File: src/design/lcc_pkg.sv
// constants for the common configuration register pair
package lcc_pkg;
   localparam int unsigned CMD_W = 16;
   localparam int unsigned REG_W = 48;
   localparam logic [15:0] CMD_WR_CFG0 = 16'hAA00;
   localparam logic [15:0] CMD_WR_CFG1 = 16'hAA01;
   localparam logic [15:0] CMD_RD_CFG0 = 16'hAA60;
   localparam logic [15:0] CMD_RD_CFG1 = 16'hAA61;
   localparam logic [15:0] CMD_SOFT_RST = 16'hAA80;
   // first register: reset, writable mask, fixed reserved value
   localparam logic [47:0] CFG0_RESET = 48'h1000_700F_0107;
   localparam logic [47:0] CFG0_MASK = 48'hCFF8_F8FF_F11F;
   localparam logic [47:0] CFG0_FIXED = 48'h1000_0000_0000;
   // second register
   localparam logic [47:0] CFG1_RESET = 48'h00E0_0094_A400;
   localparam logic [47:0] CFG1_MASK = 48'h7FFF_FFFF_FFFF;
   localparam logic [47:0] CFG1_FIXED = 48'h0000_0000_0000;
   // field positions in the first register
   localparam int unsigned DEV_CNT_LSB = 0;
   localparam int unsigned PREDIS_BIT = 8;
   localparam int unsigned PSAVE_BIT = 12;
   localparam int unsigned PSP_LSB = 13;
   localparam int unsigned OLR_BIT = 15;
   localparam int unsigned SCAN_LSB = 16;
   localparam int unsigned SUBP_LSB = 21;
   localparam int unsigned MRANGE_BIT = 27;
   localparam int unsigned MFACT_LSB = 28;
   localparam int unsigned RDLY_LSB = 35;
   localparam int unsigned GDLY_LSB = 38;
   localparam int unsigned BDLY_LSB = 41;
   localparam int unsigned STACK_LSB = 46;
   // frame structure
   localparam logic [4:0] SEG_LAST = 5'h1F;
   localparam logic [7:0] SUBP_STEP = 8'h10;
   typedef enum logic [1:0] {
      LCC_PSP_OFF = 2'b00,
      LCC_PSP_HIGH = 2'b01,
      LCC_PSP_MID = 2'b10,
      LCC_PSP_LOW = 2'b11
   } lcc_psp_t;
endpackage

File: src/design/lcc_regs.sv
// common configuration register pair with frame segment sequencing
//
// Contract
// - device count field bits 4:0 means value plus one; resets 00111.
// - bit 8 enables pre-discharge; resets to one.
// - bit 12 enables power saving; resets to zero.
// - bits 14:13 pick saving level off/high/middle/low; reset 00.
// - bit 15 enables open-load effect removal; resets to zero.
// - scan lines bits 20:16 mean value plus one; reset 01111.
// - bits 23:21 give 16 times value plus one sub-periods; reset 000.
// - bit 27 picks multiplier range low 40-80 or high 80-160 MHz.
// - bits 31:28 set multiplier value plus one; reset 0111.
// - three 3-bit colour delays of 0 to 7 clocks, reset zero.
// - bits 47:46 pick stacking: 00/10 two, 01 single, 11 three.
// - frame splits into selected sub-periods, each into 32 segments.
`timescale 1ns/1ps
`default_nettype none
module lcc_regs (
   // clock and reset
   input wire logic clk_in,
   input wire logic rst_n_in,
   // decoded command words from the serial front end
   input wire logic cmd_valid_in,
   input wire logic [lcc_pkg::CMD_W-1:0] cmd_id_in,
   input wire logic [lcc_pkg::REG_W-1:0] cmd_data_in,
   // read answer
   output logic rd_valid_out,
   output logic [lcc_pkg::REG_W-1:0] rd_data_out,
   // configuration fields
   output logic [lcc_pkg::REG_W-1:0] cfg0_out,
   output logic [lcc_pkg::REG_W-1:0] cfg1_out,
   output logic [5:0] device_count_out,
   output logic predischarge_enable_out,
   output logic power_save_enable_out,
   output logic [1:0] power_save_plus_level_out,
   output logic open_load_removal_enable_out,
   output logic [5:0] scan_lines_out,
   output logic [7:0] subperiod_count_out,
   output logic multiplier_range_out,
   output logic [4:0] multiplier_factor_out,
   output logic [2:0] red_group_delay_out,
   output logic [2:0] green_group_delay_out,
   output logic [2:0] blue_group_delay_out,
   output logic [1:0] stacking_size_out,
   // frame sequencing
   input wire logic segment_done_in,
   output logic [4:0] segment_index_out,
   output logic [6:0] subperiod_index_out
);
   import lcc_pkg::*;

   logic [47:0] cfg0_ff;
   logic [47:0] cfg1_ff;
   logic rd_valid_ff;
   logic [47:0] rd_data_ff;
   logic [5:0] dev_cnt_ff;
   logic [5:0] scan_ff;
   logic [7:0] subp_ff;
   logic [4:0] mfact_ff;
   logic [1:0] stack_ff;
   logic [4:0] seg_ff;
   logic [6:0] subp_idx_ff;

   function automatic logic [5:0] plus_one5(input logic [4:0] v);
      return {1'b0, v} + 6'h01;
   endfunction

   function automatic logic [7:0] subp_total(input logic [2:0] code);
      return SUBP_STEP * ({5'h00, code} + 8'h01);
   endfunction

   // devices in the stack: 0 and 2 mean two, 1 single, 3 three
   function automatic logic [1:0] stack_devs(input logic [1:0] code);
      logic [1:0] r;
      r = 2'h2;
      if (code == 2'b01) begin
         r = 2'h1;
      end else if (code == 2'b11) begin
         r = 2'h3;
      end
      return r;
   endfunction

   logic wr0;
   logic wr1;
   logic srst;
   assign wr0 = cmd_valid_in && (cmd_id_in == CMD_WR_CFG0);
   assign wr1 = cmd_valid_in && (cmd_id_in == CMD_WR_CFG1);
   assign srst = cmd_valid_in && (cmd_id_in == CMD_SOFT_RST);

   // masked writes keep reserved bits at their fixed pattern
   always_ff @(posedge clk_in or negedge rst_n_in) begin
      if (!rst_n_in) begin
         cfg0_ff <= CFG0_RESET;
      end else if (srst) begin
         cfg0_ff <= CFG0_RESET;
      end else if (wr0) begin
         cfg0_ff <= (cmd_data_in & CFG0_MASK) | CFG0_FIXED;
      end
   end

   always_ff @(posedge clk_in or negedge rst_n_in) begin
      if (!rst_n_in) begin
         cfg1_ff <= CFG1_RESET;
      end else if (srst) begin
         cfg1_ff <= CFG1_RESET;
      end else if (wr1) begin
         cfg1_ff <= (cmd_data_in & CFG1_MASK) | CFG1_FIXED;
      end
   end

   // read answer one cycle after the command
   always_ff @(posedge clk_in or negedge rst_n_in) begin
      if (!rst_n_in) begin
         rd_valid_ff <= 1'b0;
         rd_data_ff <= 48'h0000_0000_0000;
      end else begin
         rd_valid_ff <= 1'b0;
         if (cmd_valid_in && cmd_id_in == CMD_RD_CFG0) begin
            rd_valid_ff <= 1'b1;
            rd_data_ff <= cfg0_ff;
         end else if (cmd_valid_in && cmd_id_in == CMD_RD_CFG1) begin
            rd_valid_ff <= 1'b1;
            rd_data_ff <= cfg1_ff;
         end
      end
   end

   // decoded counts lag the register by one cycle to keep outputs on flops
   always_ff @(posedge clk_in or negedge rst_n_in) begin
      if (!rst_n_in) begin
         dev_cnt_ff <= 6'h08;
         scan_ff <= 6'h10;
         subp_ff <= 8'h10;
         mfact_ff <= 5'h08;
         stack_ff <= 2'h2;
      end else begin
         dev_cnt_ff <= plus_one5(cfg0_ff[DEV_CNT_LSB +: 5]);
         scan_ff <= plus_one5(cfg0_ff[SCAN_LSB +: 5]);
         subp_ff <= subp_total(cfg0_ff[SUBP_LSB +: 3]);
         mfact_ff <= 5'(cfg0_ff[MFACT_LSB +: 4]) + 5'h01;
         stack_ff <= stack_devs(cfg0_ff[STACK_LSB +: 2]);
      end
   end

   // segments wrap at 32; sub-periods wrap at the selected total
   always_ff @(posedge clk_in or negedge rst_n_in) begin
      if (!rst_n_in) begin
         seg_ff <= 5'h00;
         subp_idx_ff <= 7'h00;
      end else if (segment_done_in) begin
         seg_ff <= seg_ff + 5'h01;
         if (seg_ff == SEG_LAST) begin
            if ({1'b0, subp_idx_ff} >= subp_ff - 8'h01) begin
               subp_idx_ff <= 7'h00;
            end else begin
               subp_idx_ff <= subp_idx_ff + 7'h01;
            end
         end
      end
   end

   assign rd_valid_out = rd_valid_ff;
   assign rd_data_out = rd_data_ff;
   assign cfg0_out = cfg0_ff;
   assign cfg1_out = cfg1_ff;
   assign device_count_out = dev_cnt_ff;
   assign predischarge_enable_out = cfg0_ff[PREDIS_BIT];
   assign power_save_enable_out = cfg0_ff[PSAVE_BIT];
   assign power_save_plus_level_out = cfg0_ff[PSP_LSB +: 2];
   assign open_load_removal_enable_out = cfg0_ff[OLR_BIT];
   assign scan_lines_out = scan_ff;
   assign subperiod_count_out = subp_ff;
   assign multiplier_range_out = cfg0_ff[MRANGE_BIT];
   assign multiplier_factor_out = mfact_ff;
   assign red_group_delay_out = cfg0_ff[RDLY_LSB +: 3];
   assign green_group_delay_out = cfg0_ff[GDLY_LSB +: 3];
   assign blue_group_delay_out = cfg0_ff[BDLY_LSB +: 3];
   assign stacking_size_out = cfg0_ff[STACK_LSB +: 2];
   assign segment_index_out = seg_ff;
   assign subperiod_index_out = subp_idx_ff;
endmodule
`default_nettype wire

File: config.mk
export PLATFORM = sky130hd
export DESIGN_NAME = lcc_regs
export DESIGN_NICKNAME = d
export VERILOG_FILES = /design/src/design/lcc_pkg.sv /design/src/design/lcc_regs.sv
export SDC_FILE = /design/constraint.sdc
export NUM_CORES = 1
export LEC_CHECK = 0
export ABC_AREA = 1
export BUFFER_PORTS_ARGS = -buffer_cell sky130_fd_sc_hd__buf_2
export CORE_ASPECT_RATIO = 0.8
export CORE_MARGIN = 5
export CORE_UTILIZATION = 35
export DETAILED_ROUTE_END_ITERATION = 8
export PLACE_DENSITY = 0.72
export SYNTH_ARGS = -nofsm -noshare
export SYNTH_HDL_FRONTEND = slang
export SYNTH_SLANG_ARGS = --single-unit
File: constraint.sdc
create_clock -name clk_in -period 2.4 [get_ports clk_in]
set_clock_uncertainty 0.2 [all_clocks]
set_input_delay 0.48 -clock clk_in [delete_from_list [all_inputs] [get_ports clk_in]]
set_output_delay 0.48 -clock clk_in [all_outputs]
set_load 0.01 [all_outputs]
* Yosys cells after proc, flatten, opt, wreduce, memory -nomap -nowiden *
Cells that the tools add are included.
W data, S select, Z words.

storage, ports and cells
  register bits after elaboration = 178
  output and inout port bits = 199

operators by class
  $add $sub $neg = 7
  magnitude comparators = 1
  eq/ne operators = 6
  multiplexer cells = 9
  reductions and logical operators = 9

operators by type and width
  kind                    count
  $mux W48                6
  $eq A16 B16 Y1 const B  5
  $add A5 B1 Y6 const B   2
  $ge A7 B8 Y1            1
  $sub A8 B1 Y8 const B   1
  $add A7 B1 Y7 const B   1
  $mux W7                 1
  $reduce_bool A2 Y1      3
  $add A4 B1 Y5 const B   1
  $add A5 B1 Y5 const B   1
  $eq A5 B5 Y1 const B    1
  $logic_and A1 B1 Y1     5
  $add A3 B1 Y4 const B   1
  $mux W1                 2
  $reduce_and A2 Y1       1

* Logic depth before layout (Yosys ltp) *
  depth in word-level cells = 4
  gate-level depth with buffers = 11
  depth with buffers taken out = 11

* Worst setup path after synthesis *
Ideal clock, no wire load.

  path type = flip-flop to flip-flop
  from = reg subp_ff[4] (netlist: subperiod_count_out[4])
  to = reg subp_idx_ff[2] (netlist: subperiod_index_out[2])
  library setup time = 0.063 ns
  data arrival time = 1.717 ns
  required time = 2.137 ns
  slack = 0.420 ns
  cell stages (with the launch flop) = 11
  buffers on the path = 0
  cell sequence = dfstp_2 inv_1 ha_1 ha_1 nand2_1 inv_1 o21ai_0 nand3_1 nand3_1 nand2_1 inv_1

between the ends
  longest elaborated chain between the ends = 3

RTL lines
  element                 line             RTL
  from (decl)             lcc_regs.sv:58   logic [7:0] subp_ff;
  from (signal assigned)  lcc_regs.sv:140  subp_ff <= subp_total(cfg0_ff[SUBP_LSB +: 3]);
  $sub A8 B1 Y8           lcc_regs.sv:154  if ({1'b0, subp_idx_ff} >= subp_ff - 8'h01) begin
  $ge A7 B8 Y1            lcc_regs.sv:154
  $mux W7                 lcc_regs.sv:154
  to (signal assigned)    lcc_regs.sv:157  subp_idx_ff <= subp_idx_ff + 7'h01;
  to (decl)               lcc_regs.sv:62   logic [6:0] subp_idx_ff;

Every way passes these cells.
A chain may end at the register's enable or synchronous reset.

* Final worst setup path *
  from = reg seg_ff[0] (netlist: segment_index_out[0])
  to = reg subp_idx_ff[6] (netlist: subperiod_index_out[6])

between the ends
  longest elaborated chain between the ends = 2

RTL lines
  element                             line             RTL
  from (decl)                         lcc_regs.sv:61   logic [4:0] seg_ff;
  from (signal assigned)              lcc_regs.sv:152  seg_ff <= seg_ff + 5'h01;
  $eq A5 B5 Y1                        lcc_regs.sv:153  if (seg_ff == SEG_LAST) begin
  $reduce_and A2 Y1 (no source line)  -

Every way passes these cells.

==> flow_summary_export.csv <==
group,metric,value,unit
setup_path,worstPathRequired,2510,ps
clock_tree,clk_path_buf_depth,2,
synthesis,async_reset_ff_share,100,%
timing,setup_viol_count_final,0,
routing,drt-wirelength-per-cell,17.4,um
clock_tree,cts_buffers,17,
power_and_ir_drop,p_leak,5.39,nW
flow_run,drv_cap,0,
synthesis,synth_top_cell_area_share,46.8,%
floorplanning,initial_core_util,35.7,%
clock_tree,cts-resized-gates,0,
routing,wirelength,23300,um
synthesis,yosysTopAreaCell,"dfrtp_1",
timing,drv_slew,0,
clock_tree,h-tree-depth,4,
placement,gp_congestion,0.827,
global_route,grt_usage,19.0,%
synthesis,postSynthAreaPerCell,8.94,um2
setup_path,worst_ep_arrival_time,2260,ps
routing,via_count,6646,
floorplanning,die_h,140,um
timing,setup-tns-final,0,ps
final_layout,num_antenna_cells,0,
global_route,grt_max_degree,57,
synthesis,yosys-top-cells-area,"dfrtp_1, nand2_1, dfstp_2",
synthesis,syn_inst,831,
final_layout,fin_nets,1138,
global_route,antenna_found_initial,1,
timing,fmax,465,MHz
clock_tree,clock_latency,410,ps
floorplanning,rows,47,
routing,drc,0,
setup_path,startpoint_type,"register",
global_route,grt_remaining_overflow,0,
placement,dp_hpwl,16700,um
timing,period_share,89.6,%
floorplanning,die_w,173,um
clock_tree,clk_pin_slew,70,ps
final_layout,syn_to_final_growth,26.3,%
run_status,status,"completed",
min_path,hold_class,"in2reg",
timing,period_needed,2150,ps
setup_path,endpoint_kind,"register",
routing,first_iter_violations,545,
synthesis,synthFlopType,"dfrtp_1",
synthesis,syn-cell-area,7430,um2
timing,whs,66.8,ps
final_layout,drive_gt1_share,31.8,%
clock_tree,cts_tree,"done",
synthesis,synth_seq_cells,163,
floorplanning,core_area,20800,um2
setup_path,cp_max_fo,9,
global_route,grt_pass1_vias,6532,
clock_tree,cts.sinks,163,
synthesis,synth_warnings,0,
setup_path,crit_type,"reg2reg",
timing,timing.max_slew.rel_slack,61.8,%
power_and_ir_drop,power_density,641,nW/um2
synthesis,synth_cell_type_count,30,
routing,ant_nets,0,
floorplanning,num_io_pins,267,
synthesis,synth_edf_count,0,
timing,tightest_slew,573,ps
power_and_ir_drop,max-vdd-ir-drop,0.497,mV
floorplanning,die_area,24300,um2
routing,dr.pass1.iters,5,
timing,hold_viol,0,
placement,port_buffers,247,
clock_tree,cts-root-buf,"clkbuf_16",
timing,rsz0062_at_grt,"false",
global_route,grt_pass1_wl,37300,um
synthesis,synth-seq-area-share,55.3,%
routing,drt-vias-per-instance,4.96,
==> kinds of logic after synthesis <==
group | count (synthesis) | synth area share (%)
AOI/OAI and AO/OA | 85 | 6.28
xor gates and xnor gates | 16 | 1.89
adders and majority gates | 11 | 1.85
buffers and inverters | 140 | 9.73
DFF | 163 | 55.3
muxes | 2 | 0.303
other | 2 | 0.101
and+or+nand+nor | 412 | 24.5
==> per-stage QoR <==
step	power, mW	cell area, um2	utilization, %	setup WS (ps)	std cells
6_report	6.01	9380	45.1	250	1341
5_1_grt	6.29	9380	45.1	75.0	1341
4_1_cts	6.08	9380	45.1	239	1341
3_5_place_dp	3.47	8820	42.3	255	1308
3_3_place_gp	3.45	8820	42.3	326	1308
2_1_floorplan	3.21	7490	-	420	848
==> final cells by class <==
cell class	count	area [um2]
Clock buffer	22	454
Clock inverter	10	101
Fill cell	2044	11400
Inverter	58	218
Multi-Input combinational cell	545	2680
Sequential cell	163	4110
Tap cell	269	337
Timing Repair Buffer	274	1490
==> critical path, cell delays in order, from the launching register on <==
cell and delay [ps]:
dfrtp_1 410, ha_1 200, and3_1 170, ha_1 140, nand2_1 160, nor3_1 430
nand3_1 120, nand2_1 90, inv_1 40, nand2_1 50, inv_1 40
==> report_power, final <==
group / switching, mW / leakage, nW / internal (mW)
logic: 0.317 / 2.98 / 0.210
clock network: 1.12 / 0.261 / 1.47
registers: 0.0740 / 2.15 / 2.82
total: 1.52 / 5.39 / 4.49
==> repair_timing <==
action | 4_1_cts | 5_1_grt
buffers inserted | 0 | 0
hold buffers | 1 | 0
endpoints found under the hold margin | 25 | 0
==> cell usage in the layout, fill, tap and decap left out, types with 4 or more instances in the layout <==
master,synthesis,routed
o21ai_1,7,7
buf_4,40,23
dfrtp_1,139,139
ha_1,11,11
o21ai_0,45,45
o22ai_1,33,33
nand3_1,102,102
xor2_1,14,14
nand4_1,27,27
nor3_1,6,6
buf_2,26,246
clkbuf_16,0,17
inv_1,56,56
nor2_1,20,19
dfstp_2,24,24
nand2_1,246,245
clkbuf_1,14,4
conb_1,2,19
==> flip-flops by register name, summed over array words and instances, names as in the netlist <==
register,flops
subperiod_index_out,7
scan_lines_out,6
segment_index_out,5
cfg0_out,34
multiplier_factor_out,5
cfg1_out,47
rd_data_out,48
rd_valid_out,1
subperiod_count_out,4
device_count_out,6
==> synthesized netlist by cell type (6+ instances only) <==
| cell type | n |
|---|---|
| buf_2 | 26 |
| buf_4 | 40 |
| clkbuf_1 | 14 |
| dfrtp_1 | 139 |
| dfstp_2 | 24 |
| ha_1 | 11 |
| inv_1 | 56 |
| nand2_1 | 246 |
| nand3_1 | 102 |
| nand4_1 | 27 |
| nor2_1 | 20 |
| nor3_1 | 6 |
| o21ai_0 | 45 |
| o21ai_1 | 7 |
| o22ai_1 | 33 |
| xor2_1 | 14 |
==> metal layers <==
metal,track usage (%),share of wire (%),vias to the layer above
met1,26.8,45,3192
met3,5.17,8.4,24
met5,0,0.030,-
li1,-,-,3128
met4,4.37,1.0,2
met2,29.5,45,300
==> path summary, 6_finish.rpt <==
kind	from	endpoint	slack, ps	cells after the start
worst max-delay path	segment_index_out[0]	subperiod_index_out[6]	250	10
worst min-delay path	cmd_data_in[7]	cfg1_out[7]	70	3
worst max register to register	segment_index_out[0]	subperiod_index_out[6]	250	10
worst min register to register	rd_data_out[31]	rd_data_out[31]	280	2
max in group asynchronous	rst_n_in	device_count_out[3]	950	3
min in group asynchronous	rst_n_in	scan_lines_out[5]	330	2
No activity file was read; power rests on OpenSTA's default activity.
